--- src/shared/adc_cfg_pkg.sv ---
// constants and types shared by the gain, auto-zero and output format configuration block
package adc_cfg_pkg;

  // ==========================================================================
  // register map
  // ==========================================================================
  localparam logic [7:0] GAIN_AZ_CFG_ADDR      = 8'h03;
  localparam logic [7:0] CONV_FMT_CFG_ADDR     = 8'h04;
  localparam logic [7:0] GAIN_AZ_CFG_RESET     = 8'h8B;
  localparam logic [7:0] CONV_FMT_CFG_RESET    = 8'h00;

  // ==========================================================================
  // field positions
  // ==========================================================================
  localparam int BIAS_SEL_LSB      = 6;
  localparam int GAIN_LSB          = 3;
  localparam int AUTOZERO_BIT      = 2;
  localparam int REF_CHOP_BIT      = 1;
  localparam int RESERVED_BIT      = 0;
  localparam int END_ACTION_LSB    = 6;
  localparam int FORMAT_LSB        = 4;

  // ==========================================================================
  // codes
  // ==========================================================================
  localparam logic [2:0] GAIN_X16         = 3'h5;
  localparam logic [2:0] GAIN_X32         = 3'h6;
  localparam logic [2:0] GAIN_X64         = 3'h7;
  localparam logic [1:0] OP_CONVERTING    = 2'h3;
  localparam logic [1:0] OP_STANDBY       = 2'h2;
  localparam logic [1:0] OP_SHUTDOWN      = 2'h0;
  localparam logic [1:0] OP_STATE_RESET   = 2'h0;
  localparam logic [1:0] END_CONTINUOUS   = 2'h3;
  localparam logic [1:0] END_STANDBY      = 2'h2;
  localparam logic [1:0] FMT_TAG_SIGN32   = 2'h3;
  localparam logic [1:0] FMT_SIGN32       = 2'h2;
  localparam logic [1:0] FMT_LEFT32       = 2'h1;
  localparam logic [1:0] FMT_BARE24       = 2'h0;
  localparam logic [23:0] POS_CLAMP_24    = 24'hFFFFFF;
  localparam logic [23:0] NEG_CLAMP_24    = 24'h800000;
  localparam logic [24:0] POS_MAX_25      = 25'h0FFFFFF;
  localparam logic [24:0] NEG_MAX_25      = 25'h1000000;

  // ==========================================================================
  // timing
  // ==========================================================================
  localparam int CLK_PERIOD_NS     = 25;
  localparam int CONV_TIME_NS      = 400;
  localparam int CONV_CYCLES       = (CONV_TIME_NS + CLK_PERIOD_NS - 1) / CLK_PERIOD_NS;

  typedef enum logic [1:0] {
    ST_IDLE,
    ST_CONVERT,
    ST_REARM
  } conv_state_t;

endpackage

--- src/logic/adc_gain_autozero_format_config.sv ---
// gain / auto-zero and conversion-end / output-format configuration with conversion sequencing
`timescale 1ns/1ps
module adc_gain_autozero_format_config
  import adc_cfg_pkg::*;
#(
  parameter int BASE_CONV_CYCLES = CONV_CYCLES
)(
  input  wire logic        core_clk_in,
  input  wire logic        arst_n_in,
  input  wire logic [7:0]  reg_addr_in,
  input  wire logic [7:0]  reg_wdata_in,
  input  wire logic        reg_wr_in,
  input  wire logic        reg_rd_in,
  input  wire logic        op_state_wr_in,
  input  wire logic [1:0]  op_state_in,
  input  wire logic        internal_ref_sel_in,
  input  wire logic [24:0] raw_result_in,
  input  wire logic [3:0]  channel_tag_in,
  input  wire logic        scan_cycle_last_in,
  output logic      [7:0]  reg_rdata_out,
  output logic      [1:0]  bias_current_select_out,
  output logic      [2:0]  analog_gain_out,
  output logic             input_mux_autozero_out,
  output logic             reference_buffer_chop_out,
  output logic      [1:0]  op_state_out,
  output logic      [31:0] data_word_out,
  output logic             data_word32_out,
  output logic             data_valid_out
);

  // ==========================================================================
  // state
  // ==========================================================================
  typedef struct packed {
    logic [7:0]  gain_az_cfg;
    logic [7:0]  conv_fmt_cfg;
    logic [1:0]  op_state;
    conv_state_t seq;
    logic [15:0] cnt;
    logic [7:0]  rdata;
    logic [2:0]  analog_gain;
    logic        chop;
    logic [31:0] word;
    logic        word32;
    logic        valid;
    logic [1:0]  word_fmt;
  } ctl_state_t;

  localparam ctl_state_t CTL_RESET = '{
    gain_az_cfg:  GAIN_AZ_CFG_RESET,
    conv_fmt_cfg: CONV_FMT_CFG_RESET,
    op_state:     OP_STATE_RESET,
    seq:          ST_IDLE,
    cnt:          16'h0000,
    rdata:        8'h00,
    analog_gain:  3'h1,
    chop:         1'b0,
    word:         32'h0000_0000,
    word32:       1'b0,
    valid:        1'b0,
    word_fmt:     2'h0
  };

  ctl_state_t s_q;
  ctl_state_t s_d;

  logic [31:0] fmt_word;
  logic        fmt_word32;
  logic [2:0]  gain_code;
  logic [1:0]  end_action;
  logic        autozero;
  logic        conv_done;

  assign gain_code  = s_q.gain_az_cfg[GAIN_LSB +: 3];
  assign end_action = s_q.conv_fmt_cfg[END_ACTION_LSB +: 2];
  assign autozero   = s_q.gain_az_cfg[AUTOZERO_BIT];
  assign conv_done  = (s_q.seq == ST_CONVERT) && (s_q.cnt == 16'h0000);

  function automatic logic [15:0] conv_len(input logic az);
    conv_len = az ? 16'(2 * BASE_CONV_CYCLES - 1) : 16'(BASE_CONV_CYCLES - 1);
  endfunction

  // ==========================================================================
  // result packing
  // ==========================================================================
  result_formatter u_fmt (
    .raw_result_in  (raw_result_in),
    .gain_code_in   (gain_code),
    .format_in      (s_q.conv_fmt_cfg[FORMAT_LSB +: 2]),
    .channel_tag_in (channel_tag_in),
    .word_out       (fmt_word),
    .word32_out     (fmt_word32)
  );

  // ==========================================================================
  // next state
  // ==========================================================================
  always_comb begin
    s_d       = s_q;
    s_d.valid = 1'b0;
    if (reg_wr_in && reg_addr_in == GAIN_AZ_CFG_ADDR) begin
      s_d.gain_az_cfg = reg_wdata_in;
    end
    if (reg_wr_in && reg_addr_in == CONV_FMT_CFG_ADDR) begin
      s_d.conv_fmt_cfg = reg_wdata_in;
    end
    if (reg_rd_in) begin
      unique case (reg_addr_in)
        GAIN_AZ_CFG_ADDR:  s_d.rdata = s_q.gain_az_cfg;
        CONV_FMT_CFG_ADDR: s_d.rdata = s_q.conv_fmt_cfg;
        default:           s_d.rdata = 8'h00;
      endcase
    end
    // x64 and x32 both use the x16 analog stage; the rest is digital
    s_d.analog_gain = (gain_code == GAIN_X64 || gain_code == GAIN_X32) ? GAIN_X16 : gain_code;
    s_d.chop        = s_q.gain_az_cfg[REF_CHOP_BIT] && internal_ref_sel_in;
    if (op_state_wr_in) begin
      s_d.op_state = op_state_in;
    end
    unique case (s_q.seq)
      ST_IDLE: begin
        if (s_q.op_state == OP_CONVERTING) begin
          s_d.seq = ST_CONVERT;
          s_d.cnt = conv_len(autozero);
        end
      end
      ST_CONVERT: begin
        if (s_q.op_state != OP_CONVERTING) begin
          s_d.seq = ST_IDLE;
        end else if (s_q.cnt != 16'h0000) begin
          s_d.cnt = s_q.cnt - 16'h0001;
        end else begin
          s_d.valid    = 1'b1;
          s_d.word     = fmt_word;
          s_d.word32   = fmt_word32;
          s_d.word_fmt = s_q.conv_fmt_cfg[FORMAT_LSB +: 2];
          s_d.cnt      = conv_len(autozero);
          if (scan_cycle_last_in) begin
            unique case (end_action)
              END_CONTINUOUS: begin
                if (autozero) begin
                  s_d.seq = ST_REARM;
                end
              end
              END_STANDBY: begin
                s_d.op_state = OP_STANDBY;
                s_d.seq      = ST_IDLE;
              end
              default: begin
                s_d.op_state = OP_SHUTDOWN;
                s_d.seq      = ST_IDLE;
              end
            endcase
          end
        end
      end
      ST_REARM: begin
        s_d.seq = ST_IDLE;
      end
      default: begin
        s_d.seq = ST_IDLE;
      end
    endcase
  end

  always_ff @(posedge core_clk_in or negedge arst_n_in) begin
    if (!arst_n_in) begin
      s_q <= CTL_RESET;
    end else begin
      s_q <= s_d;
    end
  end

  assign reg_rdata_out             = s_q.rdata;
  assign bias_current_select_out   = s_q.gain_az_cfg[BIAS_SEL_LSB +: 2];
  assign analog_gain_out           = s_q.analog_gain;
  assign input_mux_autozero_out    = s_q.gain_az_cfg[AUTOZERO_BIT];
  assign reference_buffer_chop_out = s_q.chop;
  assign op_state_out              = s_q.op_state;
  assign data_word_out             = s_q.word;
  assign data_word32_out           = s_q.word32;
  assign data_valid_out            = s_q.valid;

  logic [15:0] len_q;
  always_ff @(posedge core_clk_in or negedge arst_n_in) begin
    if (!arst_n_in) begin
      len_q <= 16'h0000;
    end else if (s_q.seq == ST_CONVERT && !conv_done) begin
      len_q <= len_q + 16'h0001;
    end else begin
      len_q <= 16'h0000;
    end
  end
endmodule

--- src/logic/result_formatter.sv ---
// digital gain, saturation and output word packing of one conversion result
`timescale 1ns/1ps
module result_formatter
  import adc_cfg_pkg::*;
(
  input  wire logic [24:0] raw_result_in,
  input  wire logic [2:0]  gain_code_in,
  input  wire logic [1:0]  format_in,
  input  wire logic [3:0]  channel_tag_in,
  output logic      [31:0] word_out,
  output logic             word32_out
);

  // ==========================================================================
  // saturation helpers
  // ==========================================================================
  function automatic logic [24:0] sat25(input logic [26:0] v);
    if (v[26:24] != {3{v[26]}}) begin
      sat25 = v[26] ? NEG_MAX_25 : POS_MAX_25;
    end else begin
      sat25 = v[24:0];
    end
  endfunction

  function automatic logic [23:0] clamp24(input logic [24:0] v);
    if (v[24] != v[23]) begin
      clamp24 = v[24] ? NEG_CLAMP_24 : POS_CLAMP_24;
    end else begin
      clamp24 = v[23:0];
    end
  endfunction

  // ==========================================================================
  // datapath
  // ==========================================================================
  logic [26:0] scaled;
  logic [24:0] res25;

  always_comb begin
    unique case (gain_code_in)
      GAIN_X64: scaled = {raw_result_in, 2'h0};
      GAIN_X32: scaled = {raw_result_in[24], raw_result_in, 1'h0};
      default:  scaled = {{2{raw_result_in[24]}}, raw_result_in};
    endcase
    res25      = sat25(scaled);
    word32_out = 1'b1;
    unique case (format_in)
      FMT_TAG_SIGN32: word_out = {channel_tag_in, {3{res25[24]}}, res25};
      FMT_SIGN32:     word_out = {{7{res25[24]}}, res25};
      FMT_LEFT32:     word_out = {clamp24(res25), 8'h00};
      FMT_BARE24: begin
        word_out   = {8'h00, clamp24(res25)};
        word32_out = 1'b0;
      end
    endcase
  end

endmodule

--- config.mk ---
export PLATFORM = sky130hd
export DESIGN_NAME = adc_gain_autozero_format_config
export DESIGN_NICKNAME = d
export VERILOG_FILES = /design/src/shared/adc_cfg_pkg.sv /design/src/logic/adc_gain_autozero_format_config.sv /design/src/logic/result_formatter.sv
export SDC_FILE = /design/constraint.sdc
export NUM_CORES = 1
export LEC_CHECK = 0
export ABC_AREA = 1
export BUFFER_PORTS_ARGS = -buffer_cell sky130_fd_sc_hd__buf_2
export CORE_MARGIN = 2
export CORE_UTILIZATION = 51
export DETAILED_ROUTE_END_ITERATION = 16
export PLACE_DENSITY_LB_ADDON = 0.12
export SYNTH_ARGS = -nofsm -noshare
export SYNTH_HDL_FRONTEND = slang
export SYNTH_SLANG_ARGS = --single-unit
export TNS_END_PERCENT = 1
--- constraint.sdc ---
create_clock -name core_clk_in -period 2.5 [get_ports core_clk_in]
set_input_delay 0.125 -clock core_clk_in [delete_from_list [all_inputs] [get_ports core_clk_in]]
set_output_delay 0.125 -clock core_clk_in [all_outputs]
set_load 0.05 [all_outputs]
# ---- Word-level counts from Yosys, hierarchy flattened
# Index checks and enable logic that the tools add are counted.
# Widths: inputs -> output; s select.
dict set report word_totals {
  register_bits 84
  latchBits 0
  ram_bits 0
  romBits 0
  mem_count 0
}
dict set report op_classes {
  addsub 1
  mul 0
  div_mod_pow 0
  magnitude_cmp 0
  n_eq_ne 19
  n_shift 0
  mux 27
  bitwise_logic 2
  n_reduce_logical 11
}
# op count
set op_table {}
lappend op_table {{$pmux 32 s4} 1}
lappend op_table {{$pmux 26 s2} 1}
lappend op_table {{$mux 25} 2}
lappend op_table {{$mux 16} 2}
lappend op_table {{$pmux 16 s2} 1}
lappend op_table {{$mux 24} 1}
lappend op_table {{$mux 23} 1}
lappend op_table {{$mux 18} 1}
lappend op_table {{$pmux 8 s2} 1}
lappend op_table {{$reduce_bool 16->1} 1}
lappend op_table {{$sub 16x1->16 const B} 1}
lappend op_table {{$mux 2} 6}
lappend op_table {{$mux 3} 4}
lappend op_table {{$eq 2x2->1 const B} 5}
lappend op_table {{$eq 8x2->1 const B} 1}
lappend op_table {{$eq 8x3->1 const B} 1}
lappend op_table {{$mux 4} 2}
lappend op_table {{$pmux 2 s2} 2}
lappend op_table {{$eq 3x3->1 const B} 2}
lappend op_table {{$ne 2x2->1 const B} 3}
lappend op_table {{$reduce_and 3->1} 2}
lappend op_table {{$mux 5} 1}
lappend op_table {{$eq 2x1->1 const B} 2}
lappend op_table {{$logic_not 2->1} 2}
lappend op_table {{other kinds (11)} 14}

# ---- Longest topological paths before layout
# Gate-level depths: netlist (run 1).
dict set report logic_depth {
  depth_word 7
  ltp_mapped 17
  ltp_nobuf 15
}

# ---- By module
# A second synthesis (run 1) with hierarchy kept.
dict set report hier_totals {
  hier_cells 803
  area_unflattened_um2 5444.0
}
# module n_inst cells_per_inst area_each_um2 seq_area_each_um2
set modules_own_cells {}
lappend modules_own_cells {adc_gain_autozero_format_config 1 492 4003.8 2058.2}
lappend modules_own_cells {result_formatter 1 311 1440.1 0.0}

# ---- Least setup slack after synthesis (run 1)
# OpenSTA, ideal clock, no wires.
dict set report synth_timing {
  path_kind {register to register}
  startpoint {register s_q (netlist bit gain_code[0])}
  endpoint {register s_q (netlist bit data_word_out[5])}
  arrival_ps 2307
  required_ps 2416
  slack_ps 109
  path_stages_with_launch 14
  path_buffers 2
  synth_period_minus_slack_ps 2391
  path_cell_list {dfstp_2 -> inv_2 -> nor2_4 -> nand2_2 -> nand3_2 -> nand3_2 -> nand2_2 -> buf_4 -> nand2_1 -> ha_1 -> nand2_1 -> clkbuf_1 -> nand3_1 -> a21boi_0}
}
dict set report synth_via {
  elab_chain_cells 7
}
# element line_no
set synth_rtl {}
lappend synth_rtl {{start: declaration} adc_gain_autozero_format_config.sv:64} ;# ctl_state_t s_q;
lappend synth_rtl {{start signal: assignment} adc_gain_autozero_format_config.sv:168} ;# s_q <= CTL_RESET;
lappend synth_rtl {{start signal: assignment} adc_gain_autozero_format_config.sv:170} ;# s_q <= s_d;
lappend synth_rtl {{$eq 3x3->1} result_formatter.sv:40} ;# unique case (gain_code_in)
lappend synth_rtl {{$pmux 26 s2 *} result_formatter.sv:40}
lappend synth_rtl {{$ne 2x2->1} result_formatter.sv:18} ;# if (v[26:24] != {3{v[26]}}) begin
lappend synth_rtl {{$mux 25 *} result_formatter.sv:18}
lappend synth_rtl {{$mux 23 or $ne 1x1->1 (tied branches)} {result_formatter.sv:27, result_formatter.sv:26}}
lappend synth_rtl {{$mux 24} result_formatter.sv:26} ;# if (v[24] != v[23]) begin
lappend synth_rtl {{$pmux 32 s4 *} result_formatter.sv:47} ;# unique case (format_in)
# Mark *: on every way between the ends. The rest lies on a longest branch, timed or not.
# A chain may end at the register's enable or synchronous reset.

# ---- Worst setup path in the final report (run 1)
dict set report layout_timing {
  startpoint {register s_q[48] (netlist bit)}
  endpoint {register s_q (netlist bit data_word_out[8])}
}
dict set report layout_via {
  elab_chain_cells 3
}
# element line_no
set layout_rtl {}
lappend layout_rtl {{$reduce_bool 16->1} adc_gain_autozero_format_config.sv:130} ;# end else if (s_q.cnt != 16'h0000) begin
lappend layout_rtl {{$not 1->1 (no line)} --}
lappend layout_rtl {{$reduce_and 3->1 (no line)} --}
# Every way passes these cells.

==> results of run 1 <==
==> worst max-delay path: stages, from the launching register on <==
cell and delay (ps):
dfrtp_1 370, inv_1 100, ha_1 200, inv_1 90, nor2_2 170, nand4_1 120
nor2_2 150, nand3_2 120, nor2_4 220, buf_6 240, nand2_1 70, inv_1 50
nand3_1 90, nand2_1 70, inv_1 40
==> area by class of cell <==
class,count,area [sq um],area share
multi-input cells,518,2630,0.420
flip-flops and latches,82,2060,0.329
repair buffers,131,779,0.124
inverters,108,405,0.0647
well taps,140,175,0.0280
clock buffers,11,151,0.0242
clock inverters,5,60.1,0.00959
==> final timing paths <==
check | startpoint | to | slack (ps) | depth (start not counted)
worst max-delay path | s_q[48]$_DFFE_PN0P_ | data_word_out[8]$_DFFE_PN0P_ | 280 | 14
worst min-delay path | reg_wdata_in[7] | bias_current_select_out[1]$_DFFE_PN1P_ | 10 | 3
worst max register to register | s_q[48]$_DFFE_PN0P_ | data_word_out[8]$_DFFE_PN0P_ | 280 | 14
worst min register to register | s_q[71]$_DFFE_PN0P_ | s_q[71]$_DFFE_PN0P_ | 490 | 2
max in group asynchronous | arst_n_in | analog_gain_out[0]$_DFF_PN1_ | 1470 | 3
min in group asynchronous | arst_n_in | s_q[50]$_DFFE_PN0P_ | 350 | 2
==> sequential cells by signal (all words and copies together), names as in the netlist <==
register and flops:
reg_rdata_out 8, input_mux_autozero_out 1, bias_current_select_out 2, s_q 26
analog_gain_out 3, end_action 2, reference_buffer_chop_out 1, data_valid_out 1
op_state_out 2, data_word_out 32, gain_code 3, data_word32_out 1
==> report_power, final <==
part / internal, mW / switching, mW / leakage (nW) / total, mW
registers: 1.42 / 0.0571 / 1.05 / 1.47
logic: 0.250 / 0.575 / 2.32 / 0.825
clock network: 0.520 / 0.513 / 0.106 / 1.03
total: 2.19 / 1.14 / 3.47 / 3.33
==> repair_timing <==
item | 4_1_cts | 5_1_grt
endpoints found under the setup margin | 0 | 11
buffers inserted | 0 | 0
hold buffers | 5 | 0
hold endpoints to repair | 56 | 0
gates resized for setup | 0 | 3
==> synth_stat cells, types with 2 or more instances <==
cell	number
mux2i_1	2
buf_4	51
dfrtp_1	77
a31oi_1	8
dfstp_2	5
ha_1	2
nor3_1	6
buf_2	15
a22oi_1	2
nor2_2	4
a21oi_1	4
nor2_4	2
o211ai_1	2
nor4_4	2
inv_2	3
buf_1	3
a21boi_1	3
xor2_1	13
nor2_1	37
a2bb2oi_1	9
o21ai_0	27
nand4_1	31
nand3_2	3
o22ai_1	10
nand3_1	121
a311oi_1	2
o21a_1	3
inv_1	105
or2_2	17
nand2_1	193
nand2_2	4
clkbuf_1	20
o21ai_1	5
==> kinds of logic after synthesis <==
logic type | Yosys count
AO/OA/AOI/OAI | 77
XOR/XNOR | 13
adder cells (fa/ha/maj) | 2
buffers and inverters | 199
flip-flops | 82
multiplexers | 2
AND/OR/NAND/NOR | 424
==> stage by stage <==
step,util,cells
6_report,0.578,995
5_1_grt,0.578,995
4_1_cts,0.576,995
3_5_place_dp,0.552,974
3_3_place_gp,0.552,974
2_1_floorplan,-,799
==> routing by layer <==
metal,vias to the layer above,wire length [microns],part of all wire,track usage
met2,139,6330,0.45,0.395
met3,19,729,0.051,0.0436
li1,2642,-,-,-
met1,2482,6970,0.49,0.356
met4,0,174,0.012,0.0533
met5,-,0,0,0
==> out/qor.csv, run 1 <==
metric,value,unit
slew_headroom,0.529,
numCtsBuffers,9,
final_cell_mix,"nand2_1, nand3_1, inv_1, buf_2, dfrtp_1",
drc,0,
power_density,532,mW/mm^2
cts_tree,built,
post-route-min-period,2220,ps
areaGrowthSynthToFinish,10.9,%
min_path_type,input port to register,
die_w,109,microns
cts_buffer_depth,2,
crit_type,register to register,
htreeDepth,3,
grt_pass1_wl,23500,microns
synth-edff-count,0,
ir_worst_vdd,0.371,mV
ys_ff_latch,82,
grt_max_degree,54,
cp_max_fo,28,
syn_inst,799,
synth_async_sr_flop_share,1.00,
power,3.33,mW
clock-skew-final,17.3,ps
maxCapViolations,0,
clock_latency,360,ps
rsz0062_at_grt,no,
post_drt_via_cell_ratio,5.31,
avgSynthCellArea,7.07,sq um
layout_commonest_cell,nand2_1,
synthAdderAreaFrac,0.00443,
drtAntennaViolNets,0,
die-area,0.0119,sq mm
hold_ws,9.70,ps
io_pins,105,
firstDrtPassIters,5,
startpoint_type,register,
dp_slack,215,ps
grt_pass1_vias,5002,
final_area,0.00626,sq mm
status,"complete, no violations",
antenna_cells,0,
synth_top_family_by_area,simple AND/OR/NAND/NOR gates,
grt_usage,0.249,
post-route-period-util,0.887,
core,0.0108,sq mm
place_area,0.00599,sq mm
setup_violations,0,
clock.fmax,451,MHz
synthXorXnorAreaFrac,0.0202,
place_congestion,0.836,
num_vias,5282,
final-hold-violation-count,0,
start_util,0.521,
routedWlPerCell,14.3,microns
ys_warn_count,0,
worst_pin_slew,706,ps
hpwl,10400,microns
drive_above_1_share,0.218,
nFillCells,1044,
layout.nets,906,
cts_root_buffer,clkbuf_8,
ys_top_cells_by_area,"dfrtp_1, nand2_1, nand3_1",
synth.distinct_cells,41,
clk_pin_slew,90,ps
clock-sinks,82,
synth_compound_area_frac,0.0849,
p_leak,3.47,nW
yosysTopAreaCell,dfrtp_1,
cp.required,2750,ps
maxSlewViolCount,0,
port_buffers,104,
overflow,0,
die_h,109,microns
finalSetupTns,0,ps
synth-simple-area-share,0.351,
wirelength,14200,microns
setup_ws,281,ps
arrival,2470,ps
ys.flop_type,dfrtp_1,
synth_area,0.00565,sq mm
rows,38,
synth_top_area_share,0.341,
syn_nets,855,
seq_area_frac_synth,0.365,
antenna_found_initial,0,
cp-end-kind,register,
synth_mux_area_frac,0.00355,
drtIter0Drc,364,
No activity file was read; power rests on OpenSTA's default activity.
==> run 2, diff against run 1 <==
CORE_UTILIZATION = 57   (was 51)
clock period = 2.4 ns   (was 2.5 ns; I/O delays follow)
==> out/qor.csv, run 2 (synthesis results as in run 1) <==
metric,value,unit,change
worst_r2r_startpoint,gain_code[0]$_DFFE_PN1P_,,
drive_above_1_share,0.218,,+0.000255
power_density,564,mW/mm^2,+6.0%
antenna_found_initial,0,,unchanged
post-route-min-period,2280,ps,+65.5 ps
layout_commonest_cell,nand2_1,,
startpoint_type,register,,
core,0.00968,sq mm,-11%
crit_type,register to register,,
setup_violations,0,,unchanged
post_drt_via_cell_ratio,5.36,,+0.96%
cts_root_buffer,clkbuf_8,,
wirelength,14000,microns,-1.5%
die_w,104,microns,-5.2%
clk_pin_slew,80,ps,about the same
drc,0,,unchanged
min_path_type,input port to register,,
antenna_cells,0,,unchanged
fin_util,0.645,,+0.0677
clock-skew-final,15.2,ps,-2.10 ps
hold_ws,12.5,ps,+2.83 ps
place_congestion,0.860,,+2.8%
post-route-period-util,0.952,,+0.0643
dp_cells,967,,-0.72%
port_buffers,104,,unchanged
rows,36,,-5.3%
die_h,104,microns,-5.2%
slew_headroom,0.324,,-0.205
p_leak,3.48,nW,+0.31%
cp-startpoint,gain_code[0]$_DFFE_PN1P_,,
instances_no_fill,987,,-0.80%
cp-end-kind,register,,
final_area,0.00625,sq mm,-0.20%
htreeDepth,3,,unchanged
power,3.52,mW,+5.8%
crit_slowest_cell,dfstp_2,,
layout.nets,905,,-0.11%
clock-sinks,82,,unchanged
num_vias,5290,,+0.15%
drtIter0Drc,441,,+21%
path_common_cell,nand2_1,,
arrival,2530,ps,+60 ps
grt_usage,0.260,,+0.0112
grt_max_degree,82,,+52%
routedWlPerCell,14.2,microns,-0.75%
hpwl,10200,microns,-2.5%
final-hold-violation-count,0,,unchanged
cp_cell_sequence,inv_2 -> nor2_4 -> nand2_2 -> nand3_2 -> nand2_2 -> nand4_1 -> nand2_1 -> ha_1 -> inv_1 -> buf_4 -> nand2_1 -> nand3_1 -> nand3_1 -> nand2_1 -> inv_1,,
critPathMaxStageDelay,590,ps,+220 ps
grt_pass1_vias,4801,,-4.0%
start_util,0.583,,+0.0622
cp.required,2650,ps,-100 ps
finalSetupTns,0,ps,unchanged
firstDrtPassIters,6,,+1
die-area,0.0107,sq mm,-10%
areaGrowthSynthToFinish,10.7,%,
grt_pass1_wl,22800,microns,-3.1%
cts_buffer_depth,2,,unchanged
worst_pin_slew,1010,ps,+308 ps
clock.fmax,438,MHz,-2.9%
status,"complete, no violations",,
ir_worst_vdd,0.363,mV,-2.2%
final_cell_mix,"nand2_1, nand3_1, inv_1, buf_2, dfrtp_1",,
largest_reg_flops,32,,unchanged
setup_ws,116,ps,-166 ps
maxSlewViolCount,0,,unchanged
maxCapViolations,0,,unchanged
postCtsSetupBuffers,0,,unchanged
io_pins,105,,unchanged
overflow,0,,unchanged
place_area,0.00597,sq mm,-0.36%
numCtsBuffers,9,,unchanged
drtAntennaViolNets,0,,unchanged
clock_latency,360,ps,about the same
cts_tree,built,,
rsz0062_at_grt,yes,,
cp_max_fo,10,,-64%
dp_slack,148,ps,-67.5 ps
worstHoldStart,reg_wdata_in[3],,
[run 2: path summary, 6_finish.rpt]
check / end / slack (ps) / cells past startpoint
worst min register to register: s_q[64]$_DFFE_PN0P_ / 480 / 1
worst max-delay path: data_word_out[16]$_DFFE_PN0P_ / 120 / 15
min in group asynchronous: s_q[55]$_DFFE_PN0P_ / 460 / 2
max in group asynchronous: analog_gain_out[0]$_DFF_PN1_ / 1180 / 3
worst max register to register: data_word_out[16]$_DFFE_PN0P_ / 120 / 15
worst min-delay path: gain_code[0]$_DFFE_PN1P_ / 10 / 3
[run 2: layout make-up]
cell class                 instances  area, sq um
inverter                         108          405
tap                              133          166
multi-input combinational        518         2630
clock inverter                     5         85.1
clock buffer                      11          141
timing repair buffer             130          761
sequential                        82         2060
fill                             891         3430
[run 2: critical path, delay by kind of cell, from the launching register on]
kind	cells	cell delay, ps
adders and majority gates	1	310
and+or+nand+nor	10	880
buffers and inverters	4	390
DFF	1	590
[run 2: what timing repair did]
item,in CTS,in global routing
gates resized for setup,0,5
setup endpoints to repair,0,14
hold endpoints to repair,80,0
hold buffers,4,0
[run 2: power by group]
part | switching [mW] | leakage [nW] | total, mW | internal (mW)
sequential | 0.0593 | 1.05 | 1.53 | 1.47
combinational | 0.597 | 2.32 | 0.853 | 0.256
clock | 0.515 | 0.110 | 1.14 | 0.621
total | 1.17 | 3.48 | 3.52 | 2.35
[run 2: metal layers]
| metal | vias up | wire, microns | GRT usage |
|---|---|---|---|
| li1 | 2640 | - | - |
| met1 | 2470 | 6660 | 0.379 |
| met2 | 160 | 6370 | 0.404 |
| met3 | 20 | 782 | 0.0428 |
| met4 | 0 | 171 | 0.0695 |
| met5 | - | 0 | 0 |
